==> config.mk <==
export PLATFORM = sky130hd
export DESIGN_NAME = serial_frame_port
export DESIGN_NICKNAME = d
export VERILOG_FILES = /design/src/rtl/pin_sync.v /design/src/rtl/serial_frame_port.v
export VERILOG_INCLUDE_DIRS = /design/src /design/src/rtl
export SDC_FILE = /design/constraint.sdc
export NUM_CORES = 1
export LEC_CHECK = 0
export BUFFER_PORTS_ARGS = -buffer_cell sky130_fd_sc_hd__buf_2
export CORE_MARGIN = 3
export CORE_UTILIZATION = 55
export CTS_CLUSTER_SIZE = 24
export DETAILED_ROUTE_END_ITERATION = 8
export GPL_TIMING_DRIVEN = 0
export PLACE_DENSITY = 0.87
export SETUP_SLACK_MARGIN = 0.1
export SLEW_MARGIN = 20
export SYNTH_ARGS = -nofsm -noshare
export SYNTH_HDL_FRONTEND = slang
export SYNTH_HIERARCHICAL = 1
export SYNTH_SLANG_ARGS = --single-unit
==> constraint.sdc <==
create_clock -name clk -period 5.64 [get_ports clk]
set_clock_uncertainty 0.2 [all_clocks]
set_input_delay 0.846 -clock clk [delete_from_list [all_inputs] [get_ports clk]]
set_output_delay 0.846 -clock clk [all_outputs]
set_load 0.05 [all_outputs]
==> src/rtl/serial_frame_port_map.vh <==
// constants for the framed serial port
// Functional notes
// - capture serial_in on serial clock falling edges
// - frame select low: accept sixteen falling edges
// - reset low asynchronously restores default configuration
// - launch output bits on rising edges
// - output MSB appears when frame select falls
// - advance only after falling edge within frame
// - output carries conversion, readback, temperature data
// - eight multifunction pins configured independently
// - pin seven may show conversion busy
`ifndef SERIAL_FRAME_PORT_MAP_VH
`define SERIAL_FRAME_PORT_MAP_VH
`define FRAME_BITS        16
`define CNT_W             5
`define PIN_COUNT         8
`define PIN_MODE_W        3
// pin modes
`define MODE_OFF          3'h0
`define MODE_DAC          3'h1
`define MODE_ADC          3'h2
`define MODE_DIN          3'h3
`define MODE_DOUT         3'h4
`define MODE_BUSY         3'h5
// reset values
`define PIN_MODES_RST     24'h00_0000
`define DOUT_RST          8'h00
`define SHIFT_RST         16'h0000
`endif

==> src/rtl/pin_sync.v <==
// two-flop synchroniser for a bus of asynchronous inputs
`timescale 1ns/1ns
module pin_sync #(
  parameter W = 1
) (
  // clock and reset
  input  wire         clk,
  input  wire         rstn,
  // asynchronous in, synchronous out
  input  wire [W-1:0] async_in,
  output reg  [W-1:0] sync_out
);
  reg [W-1:0] meta_reg;

  // first stage feeds only the second
  always @(posedge clk or negedge rstn) begin
    if (!rstn) begin
      meta_reg <= {W{1'b0}};
      sync_out <= {W{1'b0}};
    end else begin
      meta_reg <= async_in;
      sync_out <= meta_reg;
    end
  end
endmodule // pin_sync

==> src/rtl/serial_frame_port.v <==
// framed 16-bit serial port with multifunction pin steering
`timescale 1ns/1ns
`include "serial_frame_port_map.vh"
module serial_frame_port #(
  parameter FRAME_BITS = `FRAME_BITS
) (
  // clock and reset
  input  wire                                    clk,
  input  wire                                    rstn,
  // serial pins from the host
  input  wire                                    sclk,
  input  wire                                    frame_n,
  input  wire                                    serial_in,
  output reg                                     serial_out,
  // received frame to the core
  output reg  [FRAME_BITS-1:0]                   rx_word,
  output reg                                     rx_valid,
  // readback word from the core, sampled at frame start
  input  wire [FRAME_BITS-1:0]                   tx_word,
  // pin configuration and core data
  input  wire [`PIN_COUNT*`PIN_MODE_W-1:0]       pin_modes,
  input  wire [`PIN_COUNT-1:0]                   pin_dout,
  input  wire                                    conv_busy,
  output reg  [`PIN_COUNT-1:0]                   pin_din,
  // multifunction pins
  input  wire [`PIN_COUNT-2:0]                   multi_pins_low_i,
  output reg  [`PIN_COUNT-2:0]                   multi_pins_low_o,
  output reg  [`PIN_COUNT-2:0]                   multi_pins_low_oe,
  input  wire                                    multi_pin_seven_i,
  output reg                                     multi_pin_seven_o,
  output reg                                     multi_pin_seven_oe,
  // analog routing enables for the converters
  output reg  [`PIN_COUNT-1:0]                   dac_en,
  output reg  [`PIN_COUNT-1:0]                   adc_en
);
  // -----------------------------------------------------------------
  // input synchronisation
  // -----------------------------------------------------------------
  wire [2:0]            ser_s;
  wire [`PIN_COUNT-1:0] pins_s;
  wire                  sclk_s    = ser_s[2];
  // select travels inverted so a reset synchroniser reads as deselected, not as a false frame start
  wire                  frame_n_s = ~ser_s[1];
  wire                  sdi_s     = ser_s[0];

  pin_sync #(.W(3)) u_ser_sync (
    .clk      (clk),
    .rstn     (rstn),
    .async_in ({sclk, ~frame_n, serial_in}),
    .sync_out (ser_s)
  );

  pin_sync #(.W(`PIN_COUNT)) u_pin_sync (
    .clk      (clk),
    .rstn     (rstn),
    .async_in ({multi_pin_seven_i, multi_pins_low_i}),
    .sync_out (pins_s)
  );

  // -----------------------------------------------------------------
  // edge detection
  // -----------------------------------------------------------------
  reg        sclk_d_reg;
  reg        frame_d_reg;
  wire       sclk_fall  = sclk_d_reg & ~sclk_s;
  wire       sclk_rise  = ~sclk_d_reg & sclk_s;
  wire       frame_fall = frame_d_reg & ~frame_n_s;

  // delayed copies, taken from the second flop only
  always @(posedge clk or negedge rstn) begin
    if (!rstn) begin
      sclk_d_reg  <= 1'b0;
      frame_d_reg <= 1'b1;
    end else begin
      sclk_d_reg  <= sclk_s;
      frame_d_reg <= frame_n_s;
    end
  end

  // -----------------------------------------------------------------
  // frame engine
  // -----------------------------------------------------------------
  reg [FRAME_BITS-1:0] shift_in_reg;
  reg [FRAME_BITS-1:0] shift_out_reg;
  reg [`CNT_W-1:0]     bit_cnt_reg;
  reg                  fell_seen_reg;
  reg                  active_reg;
  wire                 last_bit = (bit_cnt_reg == FRAME_BITS[`CNT_W-1:0] - 1'b1);

  // whole frame logic resets asynchronously to defaults
  always @(posedge clk or negedge rstn) begin
    if (!rstn) begin
      shift_in_reg  <= `SHIFT_RST;
      shift_out_reg <= `SHIFT_RST;
      bit_cnt_reg   <= {`CNT_W{1'b0}};
      fell_seen_reg <= 1'b0;
      active_reg    <= 1'b0;
      serial_out    <= 1'b0;
      rx_word       <= `SHIFT_RST;
      rx_valid      <= 1'b0;
    end else begin
      rx_valid <= 1'b0;
      if (frame_n_s) begin
        // deselected: clock and data ignored, shifter held
        active_reg    <= 1'b0;
        fell_seen_reg <= 1'b0;
      end else if (frame_fall) begin
        // load readback word, msb out before any clock edge
        active_reg    <= 1'b1;
        bit_cnt_reg   <= {`CNT_W{1'b0}};
        fell_seen_reg <= 1'b0;
        shift_out_reg <= {tx_word[FRAME_BITS-2:0], 1'b0};
        serial_out    <= tx_word[FRAME_BITS-1];
      end else if (active_reg) begin
        if (sclk_fall) begin
          // sample on falling edge; sixteenth edge closes the frame
          shift_in_reg  <= {shift_in_reg[FRAME_BITS-2:0], sdi_s};
          fell_seen_reg <= 1'b1;
          bit_cnt_reg   <= bit_cnt_reg + 1'b1;
          if (last_bit) begin
            active_reg <= 1'b0;
            rx_word    <= {shift_in_reg[FRAME_BITS-2:0], sdi_s};
            rx_valid   <= 1'b1;
          end
        end else if (sclk_rise && fell_seen_reg) begin
          // idle-low clock gives an early rise; it is skipped
          serial_out    <= shift_out_reg[FRAME_BITS-1];
          shift_out_reg <= {shift_out_reg[FRAME_BITS-2:0], 1'b0};
          fell_seen_reg <= 1'b0;
        end
      end
    end
  end

  // -----------------------------------------------------------------
  // multifunction pins, one slice per pin
  // -----------------------------------------------------------------
  genvar g;
  generate
    for (g = 0; g < `PIN_COUNT; g = g + 1) begin : g_pin
      wire [`PIN_MODE_W-1:0] mode = pin_modes[g*`PIN_MODE_W +: `PIN_MODE_W];
      wire busy_mode = (g == `PIN_COUNT-1) && (mode == `MODE_BUSY);
      wire drv  = (mode == `MODE_DOUT) || busy_mode;
      wire val  = busy_mode ? conv_busy : pin_dout[g];

      // each pin steered on its own mode only
      always @(posedge clk or negedge rstn) begin
        if (!rstn) begin
          dac_en[g]  <= 1'b0;
          adc_en[g]  <= 1'b0;
          pin_din[g] <= 1'b0;
        end else begin
          dac_en[g]  <= (mode == `MODE_DAC);
          adc_en[g]  <= (mode == `MODE_ADC);
          pin_din[g] <= (mode == `MODE_DIN) ? pins_s[g] : 1'b0;
        end
      end

      if (g == `PIN_COUNT-1) begin : g_top
        always @(posedge clk or negedge rstn) begin
          if (!rstn) begin
            multi_pin_seven_o  <= 1'b0;
            multi_pin_seven_oe <= 1'b0;
          end else begin
            multi_pin_seven_o  <= val;
            multi_pin_seven_oe <= drv;
          end
        end
      end else begin : g_low
        always @(posedge clk or negedge rstn) begin
          if (!rstn) begin
            multi_pins_low_o[g]  <= 1'b0;
            multi_pins_low_oe[g] <= 1'b0;
          end else begin
            multi_pins_low_o[g]  <= val;
            multi_pins_low_oe[g] <= drv;
          end
        end
      end
    end
  endgenerate
endmodule // serial_frame_port

Word-level counts from Yosys, hierarchy flattened
Cells that the tools add are included.
W data, S select, Z words.
{"block": "word_totals", "regBits": 120, "output_inout_bits": 58, "word_cells": 145}
{"block": "classes", "addsub": 1, "eq_ne": 37, "mux": 35, "n_bitwise": 8, "reduce_logical": 10}
{"cell": "$mux W16", "n": 4}
{"cell": "$eq A3 B2 Y1 const B", "n": 16}
{"cell": "$mux W1", "n": 28}
{"cell": "$eq A3 B3 Y1 const B", "n": 9}
{"cell": "$eq A3 B1 Y1 const B", "n": 8}
{"cell": "$mux W5", "n": 3}
{"cell": "$reduce_and A4 Y1", "n": 2}
{"cell": "$reduce_bool A2 Y1", "n": 3}
{"cell": "$add A5 B1 Y5 const B", "n": 1}
{"cell": "$eq A5 B4 Y1 const B", "n": 1}
{"cell": "$not A1 Y1", "n": 5}
{"cell": "$reduce_and A5 Y1", "n": 1}
{"cell": "$ne A4 B4 Y1 const B", "n": 1}
{"cell": "$and A1 B1 Y1", "n": 3}
{"cell": "$ne A3 B3 Y1 const B", "n": 1}
{"cell": "$reduce_and A3 Y1", "n": 1}
{"cell": "$ne A2 B1 Y1 const B", "n": 1}
{"cell": "$reduce_and A2 Y1", "n": 1}
{"cell": "$logic_and A1 B1 Y1", "n": 1}
{"cell": "$logic_or A1 B1 Y1", "n": 1}

Longest topological paths before layout
{"block": "logic_depth", "ltp_word": 8, "ltp_mapped": 7, "ltp_nobuf": 6}

Hierarchy
The synthesis kept the hierarchy.
{"mod": "serial_frame_port", "n_inst": 1, "cells_each": 265, "area_per_inst_um2": 3901.2}
{"mod": "pin_sync at u_pin_sync", "n_inst": 1, "cells_each": 16, "area_per_inst_um2": 400.4}
{"mod": "pin_sync at u_ser_sync", "n_inst": 1, "cells_each": 6, "area_per_inst_um2": 150.1}

Worst setup path before layout
OpenSTA, ideal clock, no wires.
{"block": "synth_path", "kind": "reg2reg", "from": "reg bit_cnt_reg[0]", "to": "reg rx_word[10]", "t_arrival_ns": 1.714, "required_ns": 5.315, "slack_ns": 3.601, "path_stages_with_launch": 8, "synth_period_minus_slack_ns": 2.039, "cell_sequence": "dfrtp_1 -> ha_1 -> and3_1 -> ha_1 -> nor2b_1 -> nand4_4 -> buf_6 -> mux2_4"}
{"block": "synth_between", "elab_chain_len": 2}
{"item": "start: declaration", "line_no": "serial_frame_port.v:85", "rtl": "reg [`CNT_W-1:0] bit_cnt_reg;"}
{"item": "start signal: assignment", "line_no": "serial_frame_port.v:95", "rtl": "bit_cnt_reg <= {`CNT_W{1'b0}};"}
{"item": "start signal: assignment", "line_no": "serial_frame_port.v:110", "rtl": "bit_cnt_reg <= {`CNT_W{1'b0}};"}
{"item": "start signal: assignment", "line_no": "serial_frame_port.v:119", "rtl": "bit_cnt_reg <= bit_cnt_reg + 1'b1;"}
{"item": "$eq A5 B4 Y1", "line_no": "serial_frame_port.v:88", "rtl": "wire last_bit = (bit_cnt_reg == FRAME_BITS[`CNT_W-1:0] - 1'b1);"}
{"item": "$reduce_and A5 Y1 (no source line)"}
{"item": "end signal: assignment", "line_no": "serial_frame_port.v:99", "rtl": "rx_word <= `SHIFT_RST;"}
{"item": "end signal: assignment", "line_no": "serial_frame_port.v:122", "rtl": "rx_word <= {shift_in_reg[FRAME_BITS-2:0], sdi_s};"}
{"item": "end: declaration", "line_no": "serial_frame_port.v:16", "rtl": "output reg [FRAME_BITS-1:0] rx_word,"}
No other way between the ends.
A chain may end at the register's enable or synchronous reset.

Worst setup path in the final report
{"block": "layout_path", "from": "reg bit_cnt_reg[0]", "to": "reg rx_word[8]"}
The elaborated chain is that of the path after synthesis.

==> impl_table.tex <==
\begin{tabular}{lr}
\hline
Metric & Value \\
\hline
\multicolumn{2}{l}{\textbf{Global routing}} \\
\quad Remaining global-route overflow & 0 \\
\quad Largest net degree at the start of global routing & 81 \\
\quad First-pass GRT wire length & 14.1 mm \\
\quad Number of global-route vias before repair & 2942 \\
\quad GRT Total Usage & 20.5\% \\
\quad Antenna violations before repair & 0 \\
\multicolumn{2}{l}{\textbf{Worst setup path}} \\
\quad Maximum fanout along the worst path & 10 \\
\quad Launching point of the worst reg2reg path & bit\_cnt\_reg[0]\$\_DFFE\_PN0P\_ \\
\quad Critical path class & reg2reg \\
\quad Critical Path End Type & flop \\
\quad Kind of start point of the critical path & flop \\
\quad Data arrival time of the critical path & 2.47 ns \\
\quad Reg2Reg Depth & 7 \\
\quad Worst r2r dst & rx\_word[8]\$\_DFFE\_PN0P\_ \\
\quad Crit path required time & 5.82 ns \\
\quad Register-to-register setup slack & 3.35 ns \\
\multicolumn{2}{l}{\textbf{Detailed routing}} \\
\quad DR DRC count & 0 \\
\quad Number of vias per cell & 5.30 \\
\quad First drt pass iteration count & 4 \\
\quad Number of DRC violations after detailed-routing iteration 0 & 80 \\
\quad WL/cell & 16.1 µm \\
\quad Number of nets with antenna violations after routing & 0 \\
\quad Via total after detailed routing & 2869 \\
\quad Routed WL & 8.70 mm \\
\multicolumn{2}{l}{\textbf{Synth}} \\
\quad Sequential fraction of the synthesis area & 66.9\% \\
\quad Cells taking the most area after synthesis & dfrtp\_1, mux2\_2, nor3b\_1, a2bb2oi\_2, mux2\_4 \\
\quad Flop and latch count out of synthesis & 119 \\
\quad Post-Syn Area per Cell & 15.5 µm² \\
\quad Instance count of the mapped netlist & 287 \\
\quad Area share of the largest cell type after synthesis & 66.3\% \\
\quad Synth cell types & 39 \\
\quad Post-synth design cell area & 4450 µm² \\
\quad Library cell with the largest summed area after synthesis & dfrtp\_1 \\
\quad Yosys warning count & 6 \\
\quad Synthesized net count & 351 \\
\multicolumn{2}{l}{\textbf{Clocking}} \\
\quad Clock tree from TritonCTS & built \\
\quad Clock tree sinks & 119 \\
\quad Post-CTS Setup Inserts & 0 \\
\quad CTS root buffer & clkbuf\_8 \\
\quad Cts bufs inserted & 17 \\
\quad Clk Latency, worst-skew pair & 0.49 ns \\
\quad Clock transition at the registers of the reported paths & 0.06 ns \\
\quad Number of buffers on the longest clock path & 2 \\
\quad \# H-tree levels & 4 \\
\quad Resized cells post-CTS & 0 \\
\quad Post-CTS Hold Fix Bufs & 0 \\
\multicolumn{2}{l}{\textbf{Placement}} \\
\quad Gp weighted congestion & 0.795 \\
\quad Detailed placement HPWL & 5.93 mm \\
\quad Cell count after placement & 509 \\
\quad Count of buffers from port buffering & 119 \\
\quad Cell area after placement & 5210 µm² \\
\multicolumn{2}{l}{\textbf{Cells and area}} \\
\quad Area of all placed cells without fillers & 5840 µm² \\
\quad Commonest cells after routing, fill and taps aside & buf\_2, dfrtp\_1, nor3b\_1, mux2\_2, clkbuf\_16 \\
\quad Most common library cell in the layout ignoring fill and taps & buf\_2 \\
\quad Share of layout cells above drive strength 1 & 47.2\% \\
\quad Number of filler instances in the final layout & 494 \\
\quad Max reg flops & 16 \\
\quad Net count of the finished layout & 490 \\
\quad Number of antenna diodes & 0 \\
\quad Area of the multi-input gates & 1350 µm² \\
\quad Syn-to-layout area delta & 31.1\% \\
\quad Util after Layout & 74.8\% \\
\quad Sequential Area & 2980 µm² \\
\quad Filler-free cell count of the finished design & 541 \\
\multicolumn{2}{l}{\textbf{Floorplanning}} \\
\quad Std-Cell Rows & 32 \\
\quad Top-Level Pins & 120 \\
\quad Core Box Area & 7810 µm² \\
\quad DIE AREA & 9210 µm² \\
\quad Chip height & 96.0 µm \\
\quad Horizontal die dimension & 96.0 µm \\
\quad Starting Density & 57.0\% \\
\multicolumn{2}{l}{\textbf{Timing}} \\
\quad Setup violations, final & 0 \\
\quad Slew at the pin closest to its max-slew limit & 0.698 ns \\
\quad Worst slew margin & 53.5\% \\
\quad Final Cycle Share & 40.6\% \\
\quad Final count of hold timing violations & 0 \\
\quad Final TNS setup & 0 ns \\
\quad Tmin final & 2.29 ns \\
\quad Fmax & 437 MHz \\
\quad Count of final max-slew check failures & 0 \\
\quad Hold Slack & 0.0441 ns \\
\quad RSZ-0062 raised after global routing & false \\
\multicolumn{2}{l}{\textbf{Power}} \\
\quad Combinational group share of total power & 8.0\% \\
\quad Internal & 1.70 mW \\
\quad VDD IR-drop max & 324 µV \\
\quad Pleak & 2.96 nW \\
\quad Fraction of power spent switching nets & 23.5\% \\
\quad Seq pwr share & 41.4\% \\
\quad Net switching power figure & 524 µW \\
\quad Clock group share of total power & 50.5\% \\
\quad Ratio of total power to cell area & 382 nW/µm² \\
\multicolumn{2}{l}{\textbf{Flow run}} \\
\quad \# Max-Cap Violations & 0 \\
\multicolumn{2}{l}{\textbf{Min path}} \\
\quad Path type of the worst min-delay path & in2async \\
\multicolumn{2}{l}{\textbf{Status}} \\
\quad Status & finished, final reports clean \\
\hline
\end{tabular}
per-layer routing:
metal / GRT usage (%) / wire (µm) / part of all wire [%] / vias to the layer above
met5: 0 / 0 / 0 / -
met4: 7.11 / 133 / 1.5 / 0
met3: 6.88 / 363 / 4.2 / 10
met2: 34.5 / 4620 / 53 / 72
met1: 24.7 / 3580 / 41 / 1461
li1: - / - / - / 1326
Yosys cell counts (all sizes together):
cell type,count
mux2i,4
o22ai,4
mux2,32
nand4b,1
or4,1
nand3b,2
a21oi,4
nand4,1
and3,1
and2b,1
o21a,2
o21ai,1
nand3,3
a2bb2oi,13
clkbuf,2
a21boi,1
nor3b,23
inv,7
dfrtp,118
nand2,2
dfstp,1
or2b,1
a22oi,3
o2bb2ai,15
nor2b,3
and4b,10
buf,10
nor2,14
ha,2
nand2b,4
o211ai,1
logic make-up (layout without fill, tap and decap cells):
family | after synthesis | in the layout | share of synthesized area (%)
simple gates | 67 | 67 | 10.7
buf+inv | 19 | 171 | 2.81
fa+ha+maj | 2 | 2 | 0.562
flops | 119 | 119 | 66.9
compound gates | 44 | 44 | 9.25
mux | 36 | 36 | 9.75
worst max-delay path, stage by stage (launching register included):
cell and delay (ns):
dfrtp_1 0.44, ha_1 0.22, and3_1 0.17, ha_1 0.12, nor2b_1 0.25, nand4_4 0.24, buf_6 0.23, mux2_4 0.30
power groups by stage:
stage	Sequential [mW]	Combinational (mW)	Clock (mW)
2_1_floorplan	0.975	0.0657	0
3_3_place_gp	0.933	0.171	0
3_5_place_dp	0.936	0.180	0
4_1_cts	0.923	0.182	1.14
5_1_grt	0.927	0.195	1.19
6_report	0.923	0.179	1.13
final cells by class:
class                   instances  share of cell area [%]
multi-input cells             149                    23.1
well taps                     102                    2.19
plain buffers                  12                    1.69
clock inverters                13                    3.37
repair buffers                120                    10.8
clock buffers                  19                    7.40
flip-flops and latches        119                    51.0
inverters                       7                   0.450
through the flow:
| stage | worst slack [ns] | power (mW) |
|---|---|---|
| after floorplan | 3.60 | 1.04 |
| after global placement | 2.20 | 1.10 |
| after detailed placement | 3.40 | 1.12 |
| after CTS | 3.35 | 2.25 |
| after global routing | 3.22 | 2.31 |
| final | 3.35 | 2.23 |
worst max path at each step:
stage | start | to | slack, ns | cells after the start
after floorplan | bit_cnt_reg[0]$_DFFE_PN0P_ | rx_word[10]$_DFFE_PN0P_ | 3.60 | 7
after global placement | rstn | shift_out_reg[10]$_DFFE_PN0P_ | 2.20 | 1
after detailed placement | bit_cnt_reg[0]$_DFFE_PN0P_ | rx_word[8]$_DFFE_PN0P_ | 3.40 | 7
after CTS | bit_cnt_reg[0]$_DFFE_PN0P_ | rx_word[5]$_DFFE_PN0P_ | 3.35 | 7
after global routing | bit_cnt_reg[0]$_DFFE_PN0P_ | rx_word[8]$_DFFE_PN0P_ | 3.22 | 7
final | bit_cnt_reg[0]$_DFFE_PN0P_ | rx_word[8]$_DFFE_PN0P_ | 3.35 | 7
No activity file was read; power rests on OpenSTA's default activity.
